`config.mk`:
```
export PLATFORM = sky130hd
export DESIGN_NAME = sdh_alu
export DESIGN_NICKNAME = d
export VERILOG_FILES = /design/src/pkg/sdh_pkg.sv /design/src/rtl/sdh_alu.sv
export SDC_FILE = /design/constraint.sdc
export NUM_CORES = 2
export LEC_CHECK = 0
export ABC_CLOCK_PERIOD_IN_PS = 800
export BUFFER_PORTS_ARGS = -buffer_cell sky130_fd_sc_hd__buf_2
export CAP_MARGIN = 20
export CORE_ASPECT_RATIO = 2
export CORE_MARGIN = 1
export CORE_UTILIZATION = 55
export CTS_CLUSTER_DIAMETER = 80
export DETAILED_ROUTE_END_ITERATION = 12
export PLACE_DENSITY = 0.72
export SLEW_MARGIN = 20
export SYNTH_ARGS = -nofsm -noshare
export SYNTH_HDL_FRONTEND = slang
export SYNTH_SLANG_ARGS = --single-unit
export TNS_END_PERCENT = 50
```
`constraint.sdc`:
```
create_clock -name clk -period 0.8 [get_ports clk]
set_input_delay 0.08 -clock clk [delete_from_list [all_inputs] [get_ports clk]]
set_output_delay 0.08 -clock clk [all_outputs]
set_load 0.03 [all_outputs]
```
`src/pkg/sdh_pkg.sv`:
```
// Purpose : shared types and constants for the signed divide / halving lane datapath
// Assumes : one core clock, operands already read from the register file
// Notes   : all results leave the datapath one clock after the request
package sdh_pkg;

  // ==========================================================================
  // widths and special register numbers
  // ==========================================================================
  localparam int unsigned        DATA_W   = 32;
  localparam logic [3:0]         REG_SP   = 4'hd;  // register 13
  localparam logic [3:0]         REG_PC   = 4'hf;  // register 15
  localparam logic [31:0]        ZERO_RES = 32'h0000_0000;
  localparam logic [31:0]        MOST_NEG = 32'h8000_0000;
  localparam logic [31:0]        MINUS1   = 32'hffff_ffff;

  // ==========================================================================
  // operation codes
  // ==========================================================================
  typedef enum logic [2:0] {
    SDH_NOP    = 3'b000,
    SDH_QUOT   = 3'b001,  // signed_quotient_op
    SDH_SEL    = 3'b010,  // byte select by lane_compare_flags
    SDH_EVT    = 3'b011,  // event_broadcast_hint
    SDH_HADD16 = 3'b100,  // halving_add_halfword_lanes
    SDH_HADD8  = 3'b101,  // halving_add_byte_lanes
    SDH_HDSX   = 3'b110,  // halving_diff_sum_exchanged
    SDH_HSDX   = 3'b111   // halving_sum_diff_exchanged
  } sdh_op_t;

  // ==========================================================================
  // request from the issue stage and result to write-back
  // ==========================================================================
  typedef struct packed {
    logic              valid;      // one-cycle issue strobe
    sdh_op_t           op;
    logic              cond_pass;  // condition check outcome
    logic              trap_en;    // integer zero-divide trapping enabled
    logic [3:0]        rd;
    logic [3:0]        rn;
    logic [3:0]        rm;
    logic [31:0]       opa;        // value of first operand register
    logic [31:0]       opb;        // value of second operand register
    logic [3:0]        lane_flags; // lane_compare_flags
  } sdh_req_t;

  typedef struct packed {
    logic              wr_en;      // destination write strobe
    logic [3:0]        rd;
    logic [31:0]       data;
    logic              div_trap;   // usage_error_trap request, zero divide
    logic              event_out;  // event broadcast to all processors
    logic              unpred;     // unpredictable register choice seen
  } sdh_res_t;

  localparam sdh_res_t RES_RST = '0;

endpackage

```
`src/rtl/sdh_alu.sv`:
```
// Purpose : execute signed divide, byte select, event hint and signed halving lane ops
// Assumes : request fields are stable and synchronous to clk; one request per cycle
// Notes   : single-cycle datapath, all results registered; flags are never written
//
// Functional notes
// - zero divisor raises zero-divide trap if enabled, else writes zero.
// - nonzero divisor gives signed quotient rounded toward zero, low 32 bits.
// - most negative divided by minus one yields most negative, no overflow sign.
// - byte select takes lane from first operand when its compare flag is one.
// - byte select and byte halving add with register 13 or 15 are unpredictable.
// - event hint with passing condition signals event to every processor.
// - event hint behaves as no-operation apart from the event.
// - nothing is written or signalled when the condition check fails.
// - halfword halving add writes bits 16:1 of each signed 17-bit sum.
// - byte halving add writes bits 8:1 of each signed 9-bit sum.
// - diff-sum exchanged: low = (a.lo - b.hi)/2, high = (a.hi + b.lo)/2.
// - sum-diff exchanged swaps second operand halves, one add and one subtract halved.
// - sum-diff exchanged: low = (a.lo + b.hi)/2, high = (a.hi - b.lo)/2.
`timescale 1ns/1ps
module sdh_alu (
  input  wire logic             clk,
  input  wire logic             nrst,
  input  wire sdh_pkg::sdh_req_t req,
  output      sdh_pkg::sdh_res_t res
);

  // ==========================================================================
  // lane helpers
  // ==========================================================================
  // halved signed halfword sum or difference, widened by one bit first
  function automatic logic [15:0] half16(input logic [15:0] x,
                                          input logic [15:0] y,
                                          input logic        sub);
    logic [16:0] s;
    s = sub ? ({x[15], x} - {y[15], y}) : ({x[15], x} + {y[15], y});
    return s[16:1];
  endfunction

  // halved signed byte sum, widened by one bit first
  function automatic logic [7:0] half8(input logic [7:0] x, input logic [7:0] y);
    logic [8:0] s;
    s = {x[7], x} + {y[7], y};
    return s[8:1];
  endfunction

  // register 13 or 15 selected
  function automatic logic bad_reg(input logic [3:0] r);
    return (r == sdh_pkg::REG_SP) || (r == sdh_pkg::REG_PC);
  endfunction

  // byte mask with ff in every lane whose compare flag is set
  function automatic logic [31:0] lane_mask(input logic [3:0] f);
    logic [31:0] m;
    for (int i = 0; i < 4; i++) begin
      m[i*8 +: 8] = {8{f[i]}};
    end
    return m;
  endfunction

  // ==========================================================================
  // divider
  // ==========================================================================
  logic               div_zero;
  logic [31:0]        div_den;
  logic signed [32:0] quot33;

  // 33-bit signed divide so that most negative over minus one gives +2^31
  always_comb begin
    div_zero = (req.opb == sdh_pkg::ZERO_RES);
    div_den  = div_zero ? 32'h0000_0001 : req.opb;  // keeps the unused divide defined
    quot33   = $signed({req.opa[31], req.opa}) / $signed({div_den[31], div_den});
  end

  // ==========================================================================
  // next state
  // ==========================================================================
  sdh_pkg::sdh_res_t res_q;
  sdh_pkg::sdh_res_t res_d;
  logic              go;
  logic              unp;

  always_comb begin
    res_d    = sdh_pkg::RES_RST;
    res_d.rd = req.rd;
    go       = req.valid && req.cond_pass;
    unp      = bad_reg(req.rd) || bad_reg(req.rn) || bad_reg(req.rm);
    if (go) begin
      case (req.op)
        sdh_pkg::SDH_QUOT: begin
          // no flag output exists, so divide cannot touch flags
          if (div_zero) begin
            res_d.div_trap = req.trap_en;
            res_d.wr_en    = !req.trap_en;
            res_d.data     = sdh_pkg::ZERO_RES;
          end else begin
            res_d.wr_en = 1'b1;
            res_d.data  = quot33[31:0];
          end
        end
        sdh_pkg::SDH_SEL: begin
          res_d.unpred = unp;
          res_d.wr_en  = !unp;
          for (int i = 0; i < 4; i++) begin
            res_d.data[i*8 +: 8] = req.lane_flags[i] ? req.opa[i*8 +: 8]
                                                     : req.opb[i*8 +: 8];
          end
        end
        sdh_pkg::SDH_EVT: begin
          res_d.event_out = 1'b1;
        end
        sdh_pkg::SDH_HADD16: begin
          res_d.wr_en        = 1'b1;
          res_d.data[15:0]   = half16(req.opa[15:0], req.opb[15:0], 1'b0);
          res_d.data[31:16]  = half16(req.opa[31:16], req.opb[31:16], 1'b0);
        end
        sdh_pkg::SDH_HADD8: begin
          res_d.unpred = unp;
          res_d.wr_en  = !unp;
          for (int i = 0; i < 4; i++) begin
            res_d.data[i*8 +: 8] = half8(req.opa[i*8 +: 8], req.opb[i*8 +: 8]);
          end
        end
        sdh_pkg::SDH_HDSX: begin
          res_d.wr_en        = 1'b1;
          res_d.data[15:0]   = half16(req.opa[15:0], req.opb[31:16], 1'b1);
          res_d.data[31:16]  = half16(req.opa[31:16], req.opb[15:0], 1'b0);
        end
        sdh_pkg::SDH_HSDX: begin
          res_d.wr_en        = 1'b1;
          res_d.data[15:0]   = half16(req.opa[15:0], req.opb[31:16], 1'b0);
          res_d.data[31:16]  = half16(req.opa[31:16], req.opb[15:0], 1'b1);
        end
        default: begin
          res_d.wr_en = 1'b0;
        end
      endcase
    end
    // a refused or silent request leaves the data word clean
    if (!res_d.wr_en) begin
      res_d.data = sdh_pkg::ZERO_RES;
    end
  end

  // ==========================================================================
  // state register
  // ==========================================================================
  always_ff @(posedge clk or negedge nrst) begin
    if (!nrst) begin
      res_q <= sdh_pkg::RES_RST;
    end else begin
      res_q <= res_d;
    end
  end

  assign res = res_q;
endmodule

```
==> report_table.html, run 1 <==
<table>
<tr><th>Metric</th><th>Value</th></tr>
<tr><th colspan="2">Synth</th></tr>
<tr><td>Synth Register Bits</td><td>40</td></tr>
<tr><td>Compound-gate portion of the synthesized area</td><td>about 32%</td></tr>
<tr><td>Fraction of synthesized cell area in xor and xnor cells</td><td>11.0%</td></tr>
<tr><td>Warnings, synthesis</td><td>0</td></tr>
<tr><td>Post-synthesis instance area</td><td>37500 um2</td></tr>
<tr><td>Post-synthesis instance total</td><td>approximately 5500</td></tr>
<tr><td>Adder and majority gate portion of the synthesized area</td><td>21.1%</td></tr>
<tr><td>Dominant combinational cell family by area after synthesis</td><td>compound AO/OA/AOI/OAI gates</td></tr>
<tr><td>Net count of the mapped netlist</td><td>6170</td></tr>
<tr><td>Post-synth EDFFs</td><td>0</td></tr>
<tr><td>Top FF cell, synth</td><td>sky130_fd_sc_hd__dfrtp_1</td></tr>
<tr><td>Fraction of registers with async set/reset</td><td>100%</td></tr>
<tr><td>Per-instance average area after synthesis</td><td>6.89 um2</td></tr>
<tr><td>Multiplexer share of the synthesized area</td><td>~3.6%</td></tr>
<tr><td>Sequential area share after synthesis</td><td>~2.7%</td></tr>
<tr><td>Number of distinct standard cells referenced by the synthesized netlist</td><td>109</td></tr>
<tr><td>Basic-gate share of the synthesized area counting and, or, nand and nor cells</td><td>24.8%</td></tr>
<tr><th colspan="2">Clock network</th></tr>
<tr><td>Largest buffer count on any clock path</td><td>2</td></tr>
<tr><td>Total clock sinks</td><td>40</td></tr>
<tr><td>Root Buffer</td><td>sky130_fd_sc_hd__clkbuf_16</td></tr>
<tr><td>Number of levels the H-tree was split into</td><td>2</td></tr>
<tr><td>Clock buffers created by TritonCTS</td><td>5</td></tr>
<tr><th colspan="2">Floorplan</th></tr>
<tr><td>Die outline width</td><td>187 um</td></tr>
<tr><td>Standard-cell rows</td><td>roughly 140</td></tr>
<tr><td>Starting utilization of the core area</td><td>55.6%</td></tr>
<tr><td>Number of I/O pins</td><td>128</td></tr>
<tr><td>Die Ht</td><td>372 um</td></tr>
<tr><th colspan="2">Place</th></tr>
<tr><td>Sum of net half-perimeters after detailed placement</td><td>approximately 180 mm</td></tr>
<tr><td>Global placement routability congestion</td><td>roughly 1.2</td></tr>
<tr><td>Number of buffer cells added on primary ports</td><td>125</td></tr>
<tr><th colspan="2">Run status</th></tr>
<tr><td>Stage reached</td><td>global routing</td></tr>
<tr><td>Error that ended the run</td><td>[ERROR GRT-0116] Global routing finished with congestion. Check the congestion regions in the DRC Viewer.</td></tr>
<tr><td>Run status</td><td>aborted with a tool error</td></tr>
<tr><th colspan="2">Global route</th></tr>
<tr><td>Overflow after GRT</td><td>3511</td></tr>
<tr><td>GRT Overall Usage</td><td>between 90 and 100%</td></tr>
<tr><td>Global-route wire length before repair</td><td>between 500 and 600 mm</td></tr>
<tr><td>Pin count of the biggest net entering global routing</td><td>41</td></tr>
<tr><td>Vias in the first global route</td><td>78152</td></tr>
</table>
## kinds of logic after synthesis
kind of cell | after synthesis
adders and majority gates | 631
other | 2
and+or+nand+nor | 1931
xor gates and xnor gates | 473
muxes | 128
DFF | 40
buffers and inverters | 422
AOI/OAI and AO/OA | 1824
## cell usage after synthesis, types with 25 or more instances
library cell               count  share of area, %
sky130_fd_sc_hd__ha_1        625                21
sky130_fd_sc_hd__nor2_1      560               5.6
sky130_fd_sc_hd__nand2_1     480               4.8
sky130_fd_sc_hd__a21oi_1     446               5.9
sky130_fd_sc_hd__o21ai_0     316               4.2
sky130_fd_sc_hd__xnor2_1     266               6.2
sky130_fd_sc_hd__nor3_1      210               2.8
sky130_fd_sc_hd__xor2_1      207               4.8
sky130_fd_sc_hd__inv_1       197               2.0
sky130_fd_sc_hd__a21o_1      192               3.8
sky130_fd_sc_hd__o21a_1      177               3.5
sky130_fd_sc_hd__clkbuf_1    156               1.6
sky130_fd_sc_hd__nand3_1     124               1.7
sky130_fd_sc_hd__a31oi_1      87               1.4
sky130_fd_sc_hd__nand4_1      76               1.3
sky130_fd_sc_hd__nor2b_1      76               1.3
sky130_fd_sc_hd__or3_1        66               1.1
sky130_fd_sc_hd__mux2_2       65               1.9
sky130_fd_sc_hd__mux2i_1      63               1.7
sky130_fd_sc_hd__o31ai_1      60               1.2
sky130_fd_sc_hd__o22ai_1      56              0.93
sky130_fd_sc_hd__and3_1       55              0.92
sky130_fd_sc_hd__nand2b_1     55              0.92
sky130_fd_sc_hd__o211ai_1     54               1.1
sky130_fd_sc_hd__or2_2        51              0.85
sky130_fd_sc_hd__a211oi_1     48              0.96
sky130_fd_sc_hd__and2_1       45              0.75
sky130_fd_sc_hd__o21bai_1     45              0.90
sky130_fd_sc_hd__nor4_1       42              0.70
sky130_fd_sc_hd__dfrtp_1      40               2.7
sky130_fd_sc_hd__buf_1        30              0.30
sky130_fd_sc_hd__or4_1        30              0.60
sky130_fd_sc_hd__buf_2        29              0.39
sky130_fd_sc_hd__a21boi_0     25              0.50
## repair_timing
action,in CTS
gates cloned,7
setup buffers,225
setup endpoints to repair,76
pin swaps,322
gates resized for setup,512
hold endpoints to repair,44
hold buffers,5
## metal layers
layer,overflow,track usage (%)
met4,751,107
met5,9,43.4
met3,55,76.9
met1,55,86.1
met2,2641,118
## stage by stage
stage | setup WS, ns | TNS [ns] | cells | hold WS (ns) | cell area (um2)
2_1_floorplan | -69.84 | -2221.98 | 5451 | -0.216 | 39400
3_3_place_gp | -71.19 | -2271.36 | 8654 | 0.0786 | 58100
3_5_place_dp | -73.22 | -2336.32 | 8654 | 0.0834 | 58100
4_1_cts | -67.85 | -2171.86 | 8897 | 0.0301 | 62400
==> run 2, diff against run 1 <==
--- a/config.mk
+++ b/config.mk
@@ -8,12 +8,10 @@
 export ABC_CLOCK_PERIOD_IN_PS = 800
 export BUFFER_PORTS_ARGS = -buffer_cell sky130_fd_sc_hd__buf_2
 export CAP_MARGIN = 20
-export CORE_ASPECT_RATIO = 2
 export CORE_MARGIN = 1
-export CORE_UTILIZATION = 55
-export CTS_CLUSTER_DIAMETER = 80
+export CORE_UTILIZATION = 40
 export DETAILED_ROUTE_END_ITERATION = 12
-export PLACE_DENSITY = 0.72
+export PLACE_DENSITY_LB_ADDON = 0.15
 export SLEW_MARGIN = 20
 export SYNTH_ARGS = -nofsm -noshare
 export SYNTH_HDL_FRONTEND = slang
==> run 2 against run 1 <==
  * Synthesized cell count unchanged
  * Area after synthesis unchanged
  * The flow now finishes, with violations (negative setup slack)
==> report_table.html, run 2 <==
<table>
<tr><th>Metric</th><th>Value</th></tr>
<tr><th colspan="2">Clock network</th></tr>
<tr><td>Clock buffers created by TritonCTS</td><td>5 (unchanged)</td></tr>
<tr><td>Clock-pin slew on the worst setup and hold paths</td><td>0.10 ns</td></tr>
<tr><td>Largest buffer count on any clock path</td><td>2 (unchanged)</td></tr>
<tr><td>CTS tree</td><td>yes</td></tr>
<tr><td>Number of levels the H-tree was split into</td><td>2 (unchanged)</td></tr>
<tr><td>Root Buffer</td><td>sky130_fd_sc_hd__clkbuf_16</td></tr>
<tr><td>Total clock sinks</td><td>40 (unchanged)</td></tr>
<tr><th colspan="2">Worst setup path</th></tr>
<tr><td>Cell class contributing the biggest share of worst-path delay</td><td>compound AO/OA/AOI/OAI gates</td></tr>
<tr><td>Crit-path max FO</td><td>17</td></tr>
<tr><td>Classification of the worst setup path</td><td>input pin to flop</td></tr>
<tr><td>CP startpoint kind</td><td>input pin</td></tr>
<tr><td>Required time of the worst setup path</td><td>1.07 ns</td></tr>
<tr><td>Biggest cell delay along the critical path</td><td>about 0.60 ns</td></tr>
<tr><td>Cell repeated most along the worst path</td><td>sky130_fd_sc_hd__buf_4</td></tr>
<tr><td>Critical path buffer and inverter count</td><td>81</td></tr>
<tr><td>Cell with the biggest individual delay on the critical path</td><td>sky130_fd_sc_hd__or4_4</td></tr>
<tr><td>Worst Setup End Kind</td><td>flop</td></tr>
<tr><td>Worst setup path startpoint</td><td>req[31]</td></tr>
<tr><td>Crit path DAT</td><td>~70 ns</td></tr>
<tr><th colspan="2">Routing</th></tr>
<tr><td>Overall via count from detail_route</td><td>roughly 57000</td></tr>
<tr><td>Post-route ant nets</td><td>0</td></tr>
<tr><td>Top routing layer in use</td><td>met5</td></tr>
<tr><td>Per-cell routed wire length</td><td>roughly 23 um</td></tr>
<tr><td>Met2 Routed Length</td><td>92.1 mm</td></tr>
<tr><td>Routed met3 length</td><td>23.7 mm</td></tr>
<tr><td>Total wire length after detailed routing</td><td>222 mm</td></tr>
<tr><td>Number of iterations in the first detailed-routing pass</td><td>6</td></tr>
<tr><td>DR DRC count</td><td>0</td></tr>
<tr><td>Mean number of vias per cell</td><td>5.93</td></tr>
<tr><td>First DRT Iteration DRCs</td><td>5579</td></tr>
<tr><td>Met1 WL</td><td>approximately 91 mm</td></tr>
<tr><th colspan="2">Floorplan</th></tr>
<tr><td>Placeable core area</td><td>93200 um2</td></tr>
<tr><td>Die Footprint</td><td>95100 um2</td></tr>
<tr><td>Standard-cell rows</td><td>112 (-17%)</td></tr>
<tr><td>Die Ht</td><td>308 um (-17%)</td></tr>
<tr><td>Starting utilization of the core area</td><td>40.3% (-15 points)</td></tr>
<tr><td>Die outline width</td><td>308 um (+65%)</td></tr>
<tr><td>Number of I/O pins</td><td>128 (unchanged)</td></tr>
<tr><th colspan="2">Global route</th></tr>
<tr><td>GRT Overall Usage</td><td>44.2%</td></tr>
<tr><td>Number of antenna violations at the first check in global routing</td><td>12</td></tr>
<tr><td>Overflow after GRT</td><td>0</td></tr>
<tr><td>Global-route wire length before repair</td><td>about 320 mm</td></tr>
<tr><td>Pin count of the biggest net entering global routing</td><td>41</td></tr>
<tr><td>Vias in the first global route</td><td>54716</td></tr>
<tr><th colspan="2">Run status</th></tr>
<tr><td>Run status</td><td>complete, but fails checks</td></tr>
<tr><td>Failing checks</td><td>negative setup slack</td></tr>
<tr><th colspan="2">Place</th></tr>
<tr><td>Sum of net half-perimeters after detailed placement</td><td>169 mm (-5.1%)</td></tr>
<tr><td>Number of buffer cells added on primary ports</td><td>125 (unchanged)</td></tr>
<tr><td>Global placement routability congestion</td><td>1.07 (-13%)</td></tr>
<tr><th colspan="2">Synth</th></tr>
<tr><td>Warnings, synthesis</td><td>0 (unchanged)</td></tr>
<tr><td>Fraction of registers with async set/reset</td><td>100% (unchanged)</td></tr>
<tr><td>Area fraction of the dominant cell type after synthesis</td><td>20.8% (unchanged)</td></tr>
<tr><td>Top cell types by occurrence after synthesis</td><td>sky130_fd_sc_hd__ha_1 (625), sky130_fd_sc_hd__nor2_1 (560), sky130_fd_sc_hd__nand2_1 (480), sky130_fd_sc_hd__a21oi_1 (446), sky130_fd_sc_hd__o21ai_0 (316)</td></tr>
<tr><td>Number of distinct standard cells referenced by the synthesized netlist</td><td>109 (unchanged)</td></tr>
<tr><td>Post-synthesis instance area</td><td>37500 um2 (unchanged)</td></tr>
<tr><td>Sequential area share after synthesis</td><td>2.67% (unchanged)</td></tr>
<tr><td>Synth Register Bits</td><td>40 (unchanged)</td></tr>
<tr><td>Top FF cell, synth</td><td>sky130_fd_sc_hd__dfrtp_1</td></tr>
<tr><td>Synth top area cells</td><td>sky130_fd_sc_hd__ha_1 (21%), sky130_fd_sc_hd__xnor2_1 (6.2%), sky130_fd_sc_hd__a21oi_1 (5.9%)</td></tr>
<tr><td>Post-synth EDFFs</td><td>0 (unchanged)</td></tr>
<tr><td>Most used standard cell by instance count after synthesis</td><td>sky130_fd_sc_hd__ha_1</td></tr>
<tr><td>Yosys top cell by area</td><td>sky130_fd_sc_hd__ha_1</td></tr>
<tr><td>Post-synthesis instance total</td><td>5451 (unchanged)</td></tr>
<tr><td>Per-instance average area after synthesis</td><td>6.89 um2 (unchanged)</td></tr>
<tr><td>Net count of the mapped netlist</td><td>6170 (unchanged)</td></tr>
<tr><th colspan="2">Timing</th></tr>
<tr><td>Count of final hold-check violations</td><td>0</td></tr>
<tr><td>Post-layout minimum cycle time</td><td>roughly 70 ns</td></tr>
<tr><td>Fin crit share</td><td>8780%</td></tr>
<tr><td>Setup repair after global routing missed its margin</td><td>yes</td></tr>
<tr><td>Slew HR</td><td>between 40% and 50%</td></tr>
<tr><td>Number of max-slew violations in the final report</td><td>0</td></tr>
<tr><td>Final setup violation count</td><td>74</td></tr>
<tr><td>Transition time of the tightest slew-check pin</td><td>0.854 ns</td></tr>
<tr><td>Fin Hold WS</td><td>0.0814 ns</td></tr>
<tr><td>Highest clock rate</td><td>14.2 MHz</td></tr>
<tr><td>Worst Setup Slack, final</td><td>-69.46 ns</td></tr>
<tr><th colspan="2">Layout</th></tr>
<tr><td>Flip-flop count of the largest register, all copies and words added</td><td>40</td></tr>
<tr><td>Most frequent standard cell in the layout excluding fill and tap cells</td><td>sky130_fd_sc_hd__buf_4</td></tr>
<tr><td>Count of nets after finishing</td><td>between 9000 and 10000</td></tr>
<tr><td>Fraction of layout instances using a drive strength above 1</td><td>slightly below 50%</td></tr>
<tr><td>Commonest cells after routing, fill and taps aside</td><td>sky130_fd_sc_hd__buf_4 (2895), sky130_fd_sc_hd__ha_1 (532), sky130_fd_sc_hd__nor2_1 (508)</td></tr>
<tr><td>Layout area overhead</td><td>79.7%</td></tr>
<tr><th colspan="2">Hold path</th></tr>
<tr><td>Path category of the worst min-delay check</td><td>input pin to flop</td></tr>
<tr><td>Min-Delay Startpoint</td><td>req[81]</td></tr>
<tr><th colspan="2">Pwr</th></tr>
<tr><td>Overall power of the completed layout</td><td>125 mW</td></tr>
<tr><td>Largest vdd supply drop</td><td>about 2600 uV</td></tr>
<tr><td>Leakage</td><td>33.5 nW</td></tr>
<tr><td>PD cells</td><td>1850 nW/um2</td></tr>
<tr><th colspan="2">Run</th></tr>
<tr><td>Max-cap violations</td><td>0</td></tr>
</table>
==> run 2: path summary, 6_finish.rpt <==
check	cells after the start	end	slack (ns)
setup / recovery	390	res[30]	-69.46
hold / removal	4	res[0]	0.08
max in group asynchronous	3	res[19]	0.22
min in group asynchronous	3	res[11]	0.23
==> run 2: power breakdown <==
part	switching, mW	internal (mW)	leakage (nW)
Sequential	0.138	2.14	0.524
Combinational	57.8	61.9	32.9
Clock	1.39	1.50	0.0804
Total	59.4	65.5	33.5
==> run 2: logic make-up (layout without fill, tap and decap cells) <==
| family | Yosys count | in the layout | synth area share [%] |
|---|---|---|---|
| other cells | 2 | 5 | 0.0200 |
| xor+xnor | 473 | 473 | 11.0 |
| fa+ha+maj | 631 | 631 | 21.1 |
| mux | 128 | 128 | 3.63 |
| buf+inv | 422 | 3343 | 4.40 |
| simple gates | 1931 | 1932 | 24.8 |
| compound gates | 1824 | 1825 | 32.3 |
| flops | 40 | 40 | 2.67 |
==> run 2: timing repair <==
action / CTS / global route
setup buffers: 446 / 156
pin swaps: 323 / 334
endpoints found under the hold margin: 45 / 0
resized for setup: 593 / 286
hold buffers: 6 / 0
endpoints found under the setup margin: 76 / 76
gates cloned: 4 / 1
==> run 2: area by class of cell <==
| class | instances | area, um2 |
|---|---|---|
| clock inverter | 3 | 46.3 |
| clock buffer | 5 | 125 |
| tap | 1254 | 1570 |
| multi-input combinational | 4991 | 39800 |
| timing repair buffer | 3134 | 24200 |
| inverter | 201 | 767 |
| sequential | 40 | 1020 |
| antenna | 3 | 7.51 |
| fill | 7474 | 25700 |
==> run 2: layer usage <==
| metal | track usage [%] | vias to the layer above |
|---|---|---|
| met4 | 24.8 | 12 |
| met1 | 57.3 | 26871 |
| met5 | 0 | - |
| met2 | 67.4 | 3165 |
| met3 | 9.73 | 898 |
| li1 | - | 26188 |
==> run 2: stage by stage <==
stage | instances | worst slack, ns | area [um2] | utilization [%] | setup TNS (ns)
final | 9631 | -69.46 | 67500 | 72.4 | -2223.51
after global routing | 9628 | -71.93 | 67500 | 72.4 | -2304.13
after CTS | 9483 | -66.92 | 65000 | 69.7 | -2141.84
after detailed placement | 9024 | -71.88 | 58600 | 62.9 | -2289.06
after global placement | 9024 | -70.67 | 58600 | 62.9 | -2251.00
after floorplan | 5451 | -69.84 | 39400 | - | -2221.98
Power figures use the tool's default switching activity.
